$ cat config.mk
export PLATFORM = sky130hd
export DESIGN_NAME = kpi_top
export DESIGN_NICKNAME = d
export VERILOG_FILES = /design/src/hw/kpi_pkg.sv /design/src/hw/kpi_sync.sv /design/src/hw/kpi_top.sv
export SDC_FILE = /design/constraint.sdc
export NUM_CORES = 1
export LEC_CHECK = 0
export BUFFER_PORTS_ARGS = -buffer_cell sky130_fd_sc_hd__buf_2
export CAP_MARGIN = 20
export CORE_UTILIZATION = 50
export CTS_CLUSTER_SIZE = 10
export DETAILED_ROUTE_END_ITERATION = 7
export PLACE_DENSITY = 0.74
export SLEW_MARGIN = 20
export SYNTH_ARGS = -nofsm -noshare
export SYNTH_HDL_FRONTEND = slang
export SYNTH_SLANG_ARGS = --single-unit
export TNS_END_PERCENT = 5
$ cat constraint.sdc
create_clock -name clk_in -period 4.7 [get_ports clk_in]
set_input_delay 0.235 -clock clk_in [delete_from_list [all_inputs] [get_ports clk_in]]
set_output_delay 0.235 -clock clk_in [all_outputs]
set_load 0.05 [all_outputs]
$ cat src/hw/kpi_pkg.sv
// Package: constants for the keyboard pin interrupt block
package kpi_pkg;
  localparam int KPI_NUM_INPUTS = 8;
  localparam logic [7:0] KPI_FIXED_POL_MASK = 8'h0f;
  localparam logic [7:0] KPI_ANALOG_MASK = 8'he0;
  // Register offsets on the plain register port
  localparam logic [3:0] KPI_ADDR_CTRL = 4'h0;
  localparam logic [3:0] KPI_ADDR_PIN_EN = 4'h1;
  localparam logic [3:0] KPI_ADDR_PORT_DIR = 4'h2;
  localparam logic [3:0] KPI_ADDR_PORT_PULL = 4'h3;
  localparam logic [3:0] KPI_ADDR_PORT_OUT = 4'h4;
  localparam logic [3:0] KPI_ADDR_PORT_IN = 4'h5;
  localparam logic [3:0] KPI_ADDR_ANALOG_SEL = 4'h6;
  // Control register fields
  localparam int KPI_CTRL_POL_LSB = 4;
  localparam int KPI_CTRL_FLAG_BIT = 3;
  localparam int KPI_CTRL_ACK_BIT = 2;
  localparam int KPI_CTRL_IRQ_EN_BIT = 1;
  localparam int KPI_CTRL_MODE_BIT = 0;
  localparam logic [7:0] KPI_RESET_BYTE = 8'h00;
endpackage : kpi_pkg

$ cat src/hw/kpi_sync.sv
// Two-flop synchroniser for the eight pin inputs
`timescale 1ns/10ps
module kpi_sync
  import kpi_pkg::*;
(
  input wire logic clk_in,
  input wire logic sys_rst_in,
  input wire logic [7:0] async_in,
  output logic [7:0] sync_out
);
  logic [7:0] meta_r;
  always_ff @(posedge clk_in or posedge sys_rst_in) begin
    if (sys_rst_in) begin
      meta_r <= KPI_RESET_BYTE;
      sync_out <= KPI_RESET_BYTE;
    end else begin
      meta_r <= async_in;
      sync_out <= meta_r;
    end
  end
endmodule : kpi_sync

$ cat src/hw/kpi_top.sv
// Keyboard pin interrupt block with shared port pin control
// Operation
// - One keyboard unit, eight inputs sharing pins with port lines.
// - Enabled keyboard input forces its pin to input direction.
// - Port pull enable still decides pull connection when enabled.
// - Pin level readable through port data when direction bit is input.
// - Analog selection disables port, keyboard and pull resistor.
// - Inputs six and five share analog pins like input seven.
// - Inputs four to zero have no analog sharing.
// - Inputs three to zero are fixed falling/low sensitive.
// - Inputs seven to four have selectable polarity.
// - Rising polarity with pull enable gives a pulldown.
// - Pull resistor truth table over pull, direction, enable, polarity.
// - Software picks edge-only or edge-and-level detection.
// - One shared flag and one interrupt enable for all inputs.
// - Keyboard event wakes from deepest stop and from wait.
// - Edge is deasserted one cycle then asserted the next.
// - Acknowledge clears flag; level mode holds it while asserted.
// - Interrupt requested while enable and flag are both one.
// - In deepest stop, enabled inputs wake asynchronously by level.
`timescale 1ns/10ps
module kpi_top
  import kpi_pkg::*;
(
  input wire logic clk_in,
  input wire logic sys_rst_in,
  input wire logic [3:0] reg_addr_in,
  input wire logic [7:0] reg_wdata_in,
  input wire logic reg_wr_in,
  input wire logic reg_rd_in,
  output logic [7:0] reg_rdata_out,
  input wire logic [7:0] pin_in,
  output logic [7:0] pin_out,
  output logic [7:0] pin_oe_n_out,
  output logic [7:0] pullup_en_out,
  output logic [7:0] pulldown_en_out,
  output logic [2:0] analog_connect_out,
  input wire logic deepest_clock_stop_mode_in,
  input wire logic wait_mode_in,
  output logic kbd_irq_out,
  output logic wake_out
);
  logic [7:0] pin_sync;
  logic [7:0] pin_prev_r;
  logic [7:0] kbd_pin_enable_r;
  logic [7:0] port_dir_r;
  logic [7:0] port_pull_r;
  logic [7:0] port_out_r;
  logic [2:0] analog_sel_r;
  logic [3:0] kbd_polarity_r;
  logic kbd_irq_enable_r;
  logic kbd_detect_mode_r;
  logic kbd_event_flag_r;
  logic kbd_event_flag_nxt;
  logic [7:0] analog_full;
  logic [7:0] kbd_active;
  logic [7:0] port_active;
  logic [7:0] rising_pol;
  logic [7:0] asserted_now;
  logic [7:0] asserted_prev;
  logic [7:0] edge_hit;
  logic any_level;
  logic ack_wr;
  logic [7:0] reg_rdata_nxt;

  // Normalise a pin level so that one means asserted
  function automatic logic [7:0] kpi_assert_lvl(input logic [7:0] lvl,
                                                input logic [7:0] pol);
    kpi_assert_lvl = ~(lvl ^ pol);
  endfunction : kpi_assert_lvl

  // Asserted and enabled lines, for the clocked and the stopped path
  function automatic logic [7:0] kpi_live_hits(input logic [7:0] lvl,
                                               input logic [7:0] pol,
                                               input logic [7:0] act);
    kpi_live_hits = kpi_assert_lvl(lvl, pol) & act;
  endfunction : kpi_live_hits

  // One decode shared by every register write
  function automatic logic kpi_wr_hit(input logic wr,
                                      input logic [3:0] addr,
                                      input logic [3:0] target);
    kpi_wr_hit = wr && (addr == target);
  endfunction : kpi_wr_hit

  // Input lines show the pin, output lines their latch
  function automatic logic [7:0] kpi_port_view(input logic [7:0] lvl,
                                               input logic [7:0] latch,
                                               input logic [7:0] dir,
                                               input logic [7:0] live);
    kpi_port_view = ((lvl & ~dir) | (latch & dir)) & live;
  endfunction : kpi_port_view

  kpi_sync u_sync (
    .clk_in(clk_in),
    .sys_rst_in(sys_rst_in),
    .async_in(pin_in),
    .sync_out(pin_sync)
  );

  // Only lines seven, six and five carry analog sharing
  assign analog_full = {analog_sel_r, 5'h00};
  assign kbd_active = kbd_pin_enable_r & ~analog_full;
  assign port_active = ~analog_full;
  // Low four lines hard-wired to falling/low
  assign rising_pol = {kbd_polarity_r, 4'h0};

  // Pin driver: keyboard enable overrides direction
  always_ff @(posedge clk_in or posedge sys_rst_in) begin
    if (sys_rst_in) begin
      pin_out <= KPI_RESET_BYTE;
    end else begin
      pin_out <= port_out_r;
    end
  end
  assign pin_oe_n_out = ~(port_dir_r & ~kbd_active & port_active);
  assign analog_connect_out = analog_sel_r;

  // Pull-up: keyboard polarity on enabled lines, direction elsewhere
  always_comb begin
    pullup_en_out = KPI_RESET_BYTE;
    for (int i = 0; i < KPI_NUM_INPUTS; i++) begin
      if (port_active[i] && port_pull_r[i]) begin
        if (kbd_active[i]) begin
          pullup_en_out[i] = ~rising_pol[i];
        end else begin
          // Output lines get no pull
          pullup_en_out[i] = ~port_dir_r[i];
        end
      end
    end
  end

  // Pull-down only ever on an enabled rising/high line
  always_comb begin
    pulldown_en_out = KPI_RESET_BYTE;
    for (int i = 0; i < KPI_NUM_INPUTS; i++) begin
      if (port_active[i] && port_pull_r[i] && kbd_active[i]) begin
        pulldown_en_out[i] = rising_pol[i];
      end
    end
  end

  // Edge detection on the synchronised pin levels
  always_ff @(posedge clk_in or posedge sys_rst_in) begin
    if (sys_rst_in) begin
      pin_prev_r <= KPI_RESET_BYTE;
    end else begin
      pin_prev_r <= pin_sync;
    end
  end
  assign asserted_now = kpi_live_hits(pin_sync, rising_pol, kbd_active);
  // Prev left unmasked; the now-term already gates by enable
  assign asserted_prev = kpi_assert_lvl(pin_prev_r, rising_pol);
  assign edge_hit = asserted_now & ~asserted_prev;
  assign any_level = |asserted_now;

  // Writing one to acknowledge clears the flag
  assign ack_wr = kpi_wr_hit(reg_wr_in, reg_addr_in, KPI_ADDR_CTRL) &&
                  reg_wdata_in[KPI_CTRL_ACK_BIT];

  // Flag: a set in the same cycle as an acknowledge wins
  always_comb begin
    kbd_event_flag_nxt = kbd_event_flag_r;
    if (ack_wr) begin
      kbd_event_flag_nxt = 1'b0;
    end
    if (|edge_hit) begin
      kbd_event_flag_nxt = 1'b1;
    end
    if (kbd_detect_mode_r && any_level) begin
      kbd_event_flag_nxt = 1'b1;
    end
  end
  always_ff @(posedge clk_in or posedge sys_rst_in) begin
    if (sys_rst_in) begin
      kbd_event_flag_r <= 1'b0;
    end else begin
      kbd_event_flag_r <= kbd_event_flag_nxt;
    end
  end

  assign kbd_irq_out = kbd_irq_enable_r & kbd_event_flag_r;

  // Clocks are stopped in deepest stop, so the raw pins wake directly
  always_comb begin
    wake_out = 1'b0;
    if (deepest_clock_stop_mode_in) begin
      wake_out = |kpi_live_hits(pin_in, rising_pol, kbd_active);
    end else if (wait_mode_in) begin
      // Clocks run in wait, so the flag path suffices
      wake_out = kbd_irq_out;
    end
  end

  // Polarity of inputs seven to four
  always_ff @(posedge clk_in or posedge sys_rst_in) begin
    if (sys_rst_in) begin
      kbd_polarity_r <= 4'h0;
    end else if (kpi_wr_hit(reg_wr_in, reg_addr_in, KPI_ADDR_CTRL)) begin
      kbd_polarity_r <= reg_wdata_in[7:KPI_CTRL_POL_LSB];
    end
  end

  // Interrupt enable; the flag itself is read-only
  always_ff @(posedge clk_in or posedge sys_rst_in) begin
    if (sys_rst_in) begin
      kbd_irq_enable_r <= 1'b0;
    end else if (kpi_wr_hit(reg_wr_in, reg_addr_in, KPI_ADDR_CTRL)) begin
      kbd_irq_enable_r <= reg_wdata_in[KPI_CTRL_IRQ_EN_BIT];
    end
  end

  // Edge-only or edge-and-level detection
  always_ff @(posedge clk_in or posedge sys_rst_in) begin
    if (sys_rst_in) begin
      kbd_detect_mode_r <= 1'b0;
    end else if (kpi_wr_hit(reg_wr_in, reg_addr_in, KPI_ADDR_CTRL)) begin
      kbd_detect_mode_r <= reg_wdata_in[KPI_CTRL_MODE_BIT];
    end
  end

  // Keyboard pin enables
  always_ff @(posedge clk_in or posedge sys_rst_in) begin
    if (sys_rst_in) begin
      kbd_pin_enable_r <= KPI_RESET_BYTE;
    end else if (kpi_wr_hit(reg_wr_in, reg_addr_in, KPI_ADDR_PIN_EN)) begin
      kbd_pin_enable_r <= reg_wdata_in;
    end
  end

  // Port direction, one means output
  always_ff @(posedge clk_in or posedge sys_rst_in) begin
    if (sys_rst_in) begin
      port_dir_r <= KPI_RESET_BYTE;
    end else if (kpi_wr_hit(reg_wr_in, reg_addr_in, KPI_ADDR_PORT_DIR)) begin
      port_dir_r <= reg_wdata_in;
    end
  end

  // Port pull enables
  always_ff @(posedge clk_in or posedge sys_rst_in) begin
    if (sys_rst_in) begin
      port_pull_r <= KPI_RESET_BYTE;
    end else if (kpi_wr_hit(reg_wr_in, reg_addr_in, KPI_ADDR_PORT_PULL)) begin
      port_pull_r <= reg_wdata_in;
    end
  end

  // Port output latch
  always_ff @(posedge clk_in or posedge sys_rst_in) begin
    if (sys_rst_in) begin
      port_out_r <= KPI_RESET_BYTE;
    end else if (kpi_wr_hit(reg_wr_in, reg_addr_in, KPI_ADDR_PORT_OUT)) begin
      port_out_r <= reg_wdata_in;
    end
  end

  // Converter select for lines seven, six and five
  always_ff @(posedge clk_in or posedge sys_rst_in) begin
    if (sys_rst_in) begin
      analog_sel_r <= 3'h0;
    end else if (kpi_wr_hit(reg_wr_in, reg_addr_in, KPI_ADDR_ANALOG_SEL)) begin
      // Only three lines can reach the converter
      analog_sel_r <= reg_wdata_in[2:0];
    end
  end

  // Read mux; the strobe alone decides whether data stand
  always_comb begin
    reg_rdata_nxt = KPI_RESET_BYTE;
    if (reg_rd_in) begin
      unique case (reg_addr_in)
        // Acknowledge is write-only and reads as zero
        KPI_ADDR_CTRL: begin
          reg_rdata_nxt = {kbd_polarity_r, kbd_event_flag_r, 1'b0,
                           kbd_irq_enable_r, kbd_detect_mode_r};
        end
        KPI_ADDR_PIN_EN: reg_rdata_nxt = kbd_pin_enable_r;
        KPI_ADDR_PORT_DIR: reg_rdata_nxt = port_dir_r;
        KPI_ADDR_PORT_PULL: reg_rdata_nxt = port_pull_r;
        KPI_ADDR_PORT_OUT: reg_rdata_nxt = port_out_r;
        // Analog lines read as zero
        KPI_ADDR_PORT_IN: begin
          reg_rdata_nxt = kpi_port_view(pin_sync, port_out_r, port_dir_r,
                                        port_active);
        end
        KPI_ADDR_ANALOG_SEL: reg_rdata_nxt = {5'h00, analog_sel_r};
        // Unmapped indices read as zero
        default: reg_rdata_nxt = KPI_RESET_BYTE;
      endcase
    end
  end

  // Read data stand one cycle after the strobe, zero otherwise
  always_ff @(posedge clk_in or posedge sys_rst_in) begin
    if (sys_rst_in) begin
      reg_rdata_out <= KPI_RESET_BYTE;
    end else begin
      reg_rdata_out <= reg_rdata_nxt;
    end
  end
endmodule : kpi_top

==> flow_metrics.env <==
export IMPL_die_w_um=89.31
export IMPL_crit_arrival_ns=1.86
export IMPL_ios=71
export IMPL_area_delta_synth_final_pct=17.30
export IMPL_hold_violations=0
export IMPL_grt_start_max_net_pins=53
export IMPL_leakage_nw=2.008
export IMPL_critPathSlowestCell="dlygate4sd3_1"
export IMPL_worst_slew_pin_slew_ns=0.6417
export IMPL_hold_path_class="primary input to register"
export IMPL_grt_pass1_vias=2643
export IMPL_viasPerCell=5.747
export IMPL_worstRegToRegCells=4
export IMPL_cts_reportedPaths_clkPinSlew_ns=0.08
export IMPL_endpoint_kind="output pin"
export IMPL_critPathTopFamily="buffers and inverters"
export IMPL_synth_cell_type_count=53
export IMPL_critPathMostFrequentCell="buf_2"
export IMPL_antenna_found_initial=0
export IMPL_antenna_left=0
export IMPL_ys_ff_latch=82
export IMPL_routedWlPerCell_um=18.51
export IMPL_io_buffers=66
export IMPL_design_die_area_mm2=0.007975
export IMPL_first_pass_iters=4
export IMPL_ctsResizeCount=0
export IMPL_crit_path_start_kind="primary input"
export IMPL_die_y_um=89.31
export IMPL_cp_num_buf_inv=3
export IMPL_post_cts_setup_buffer_count=0
export IMPL_vias=2776
export IMPL_power_density_mw_per_mm2=467.1
export IMPL_final_nets=407
export IMPL_whs_path_depth=2
export IMPL_slew_headroom_pct=57.22
export IMPL_required_ns=4.47
export IMPL_clockBufferDepth=2
export IMPL_rrSetupSlack_ns=3.33
export IMPL_timing_rr_end="kbd_event_flag_r$_DFFE_PP0P_"
export IMPL_clock_fmax_mhz=476.8
export IMPL_yosysWarnings=0
export IMPL_grt_pass1_wl_um=14170
export IMPL_overflow=0
export IMPL_cts_tree="done"
export IMPL_critPathMaxStageDelay_ns=0.53
export IMPL_path_max_fanout=2
export IMPL_cts_sinks=82
export IMPL_wl_um=8939
export IMPL_rsz0062_at_grt="no"
export IMPL_period_needed_ns=2.097
export IMPL_rows=31
export IMPL_cts_htree_levels=3
export IMPL_grt_total_usage_pct=24.94
export IMPL_r2r_start="kbd_polarity_r[3]$_DFFE_PP0N_"
export IMPL_mostFrequentLayoutCells="82 x dfrtp_1, 66 x buf_2, 43 x mux2_2, 17 x nand2b_1, 15 x nand2_1"
export IMPL_place_detailed_hpwl_um=6316
export IMPL_insertion_delay_ns=0.36
export IMPL_drc=0
export IMPL_whs_endpoint="port_out_r[3]$_DFFE_PP0P_"
export IMPL_critPathKind="primary input to output pin"
export IMPL_ir_drop_mv=0.2448
export IMPL_skew_ns=0.007780
export IMPL_slew_viol_final=0
export IMPL_initial_core_util_pct=52.26
export IMPL_fin_tns_setup_ns=0
export IMPL_place_inst=460
export IMPL_cts_root_buffer="clkbuf_8"
export IMPL_coreArea_mm2=0.007292
export IMPL_drt_initial_drc_count=222
export IMPL_drive_gt1_share_pct=36.98
export IMPL_yosysSeqAreaShare_pct=53.84
export IMPL_path_cells="dlygate4sd3_1 > buf_2 > xnor2_1 > o2bb2ai_1 > o41ai_1 > o21ai_0 > buf_2"
export IMPL_ys_async_sr_fraction_pct=100.0
export IMPL_final_cell_count_no_fill=483
export IMPL_antennaDiodeCount=0
export IMPL_max_cap_violations=0
export IMPL_gp_congestion=0.9025
export IMPL_syn_inst=309
export IMPL_synth_flop_cell="dfrtp_1"
export IMPL_cts_buffers=9
export IMPL_hold_start="reg_wdata_in[3]"
export IMPL_syn_area_mm2=0.003811
export IMPL_avgSynthCellArea_um2=12.33
export IMPL_run_status="finished, final reports clean"
export IMPL_layout_commonest_cell="dfrtp_1"
export IMPL_synth_edff_count=0
export IMPL_finalCritPeriodShare_pct=44.62
export IMPL_setup_viol=0
==> kinds of logic (layout without fill, tap and decap cells) <==
| kind of cell | count (synthesis) | after routing | share of synthesized area [%] |
|---|---|---|---|
| and+or+nand+nor | 103 | 103 | 18.22 |
| AOI/OAI and AO/OA | 42 | 42 | 8.011 |
| other | 1 | 4 | 0.09840 |
| buffers and inverters | 23 | 95 | 3.414 |
| muxes | 51 | 51 | 14.81 |
| xor gates and xnor gates | 7 | 7 | 1.609 |
| DFF | 82 | 82 | 53.84 |
==> power breakdown <==
part           switching, W  internal (W)
Clock              0.000238      0.000307
Sequential         0.000138      0.000816
Combinational      0.000388      0.000200
Total              0.000764       0.00132
==> registers in the layout (all words and copies together) (netlist names), 3 cells and up <==
register and flops:
kbd_pin_enable_r 8, pin_out 8, pin_prev_r 8, port_dir_r 8, port_out_r 8, port_pull_r 8
reg_rdata_out 8, u_sync.meta_r 8, u_sync.sync_out 8, kbd_polarity_r 4, analog_connect_out 3
==> metrics by stage <==
step / hold WS, ns / power, W / utilization [%] / area [um2] / worst slack [ns]
after global routing: 0.1715 / 0.002186 / 61.31 / 4471 / 2.492
after global placement: 0.3068 / 0.001535 / 57.24 / 4174 / 2.700
final: 0.1760 / 0.002088 / 61.31 / 4471 / 2.603
after floorplan: 0.2664 / 0.001388 / - / 3822 / 2.139
after detailed placement: 0.3088 / 0.001547 / 57.24 / 4174 / 2.698
after CTS: 0.1535 / 0.002097 / 61.31 / 4471 / 2.595
==> metal layers <==
layer / GRT usage [%] / vias up / part of all wire (%)
met2: 37.13 / 111 / 47
met3: 5.910 / 16 / 6.0
li1: - / 1253 / -
met4: 9.235 / 0 / 1.9
met5: 0 / - / 0
met1: 35.69 / 1396 / 45
==> cells in the mapped netlist (all sizes together), types with 2 or more instances <==
master   count  share of area [%]
dfrtp       82                 54
mux2        43                 13
nand2       19                2.1
nand2b      17                2.8
buf         14                2.5
nand3b      12                2.4
mux2i        8                2.1
a21oi        7               0.92
a31oi        7                1.1
nor2b        7                1.2
and2         6               0.99
nor2         6               0.79
nor3         6                1.1
xor2         6                1.4
a22oi        5               0.99
inv          5               0.49
nor3b        5                1.1
clkbuf       4               0.39
or3b         4               0.92
a21o         3               0.59
a221oi       3               0.69
a32oi        3               0.69
and3         3               0.49
nand3        3               0.39
nor4         3               0.89
nor4b        3                1.1
o2bb2ai      3               0.69
or3          3               0.49
a22o         2               0.46
nand4        2               0.33
o22ai        2               0.33
o41ai        2               0.46
==> worst max-delay path by stage <==
stage,to,slack [ns],cells past startpoint,startpoint
floorplan,pullup_en_out[6],2.14,1,analog_connect_out[1]$_DFFE_PP0P_
global placement,port_dir_r[4]$_DFFE_PP0P_,2.70,5,reg_addr_in[1]
global route,wake_out,2.49,5,analog_connect_out[0]$_DFFE_PP0P_
detailed placement,port_dir_r[0]$_DFFE_PP0P_,2.70,5,reg_addr_in[1]
finish,wake_out,2.60,7,pin_in[4]
CTS,wake_out,2.59,5,kbd_polarity_r[0]$_DFFE_PP0N_
==> repair_timing <==
item,in CTS,in global routing
hold buffers,9,0
endpoints found under the setup margin,0,0
hold endpoints to repair,38,0
==> final cells by class <==
type                    count  area (um2)
clock buffers              11       141.4
clock inverters             3       65.06
fillers                   616        2821
inverters                   5       20.02
multi-input cells         207        1640
flip-flops and latches     82        2052
well taps                  99       123.9
repair buffers             76       427.9
Note: power is estimated with default switching activity, not from simulation.
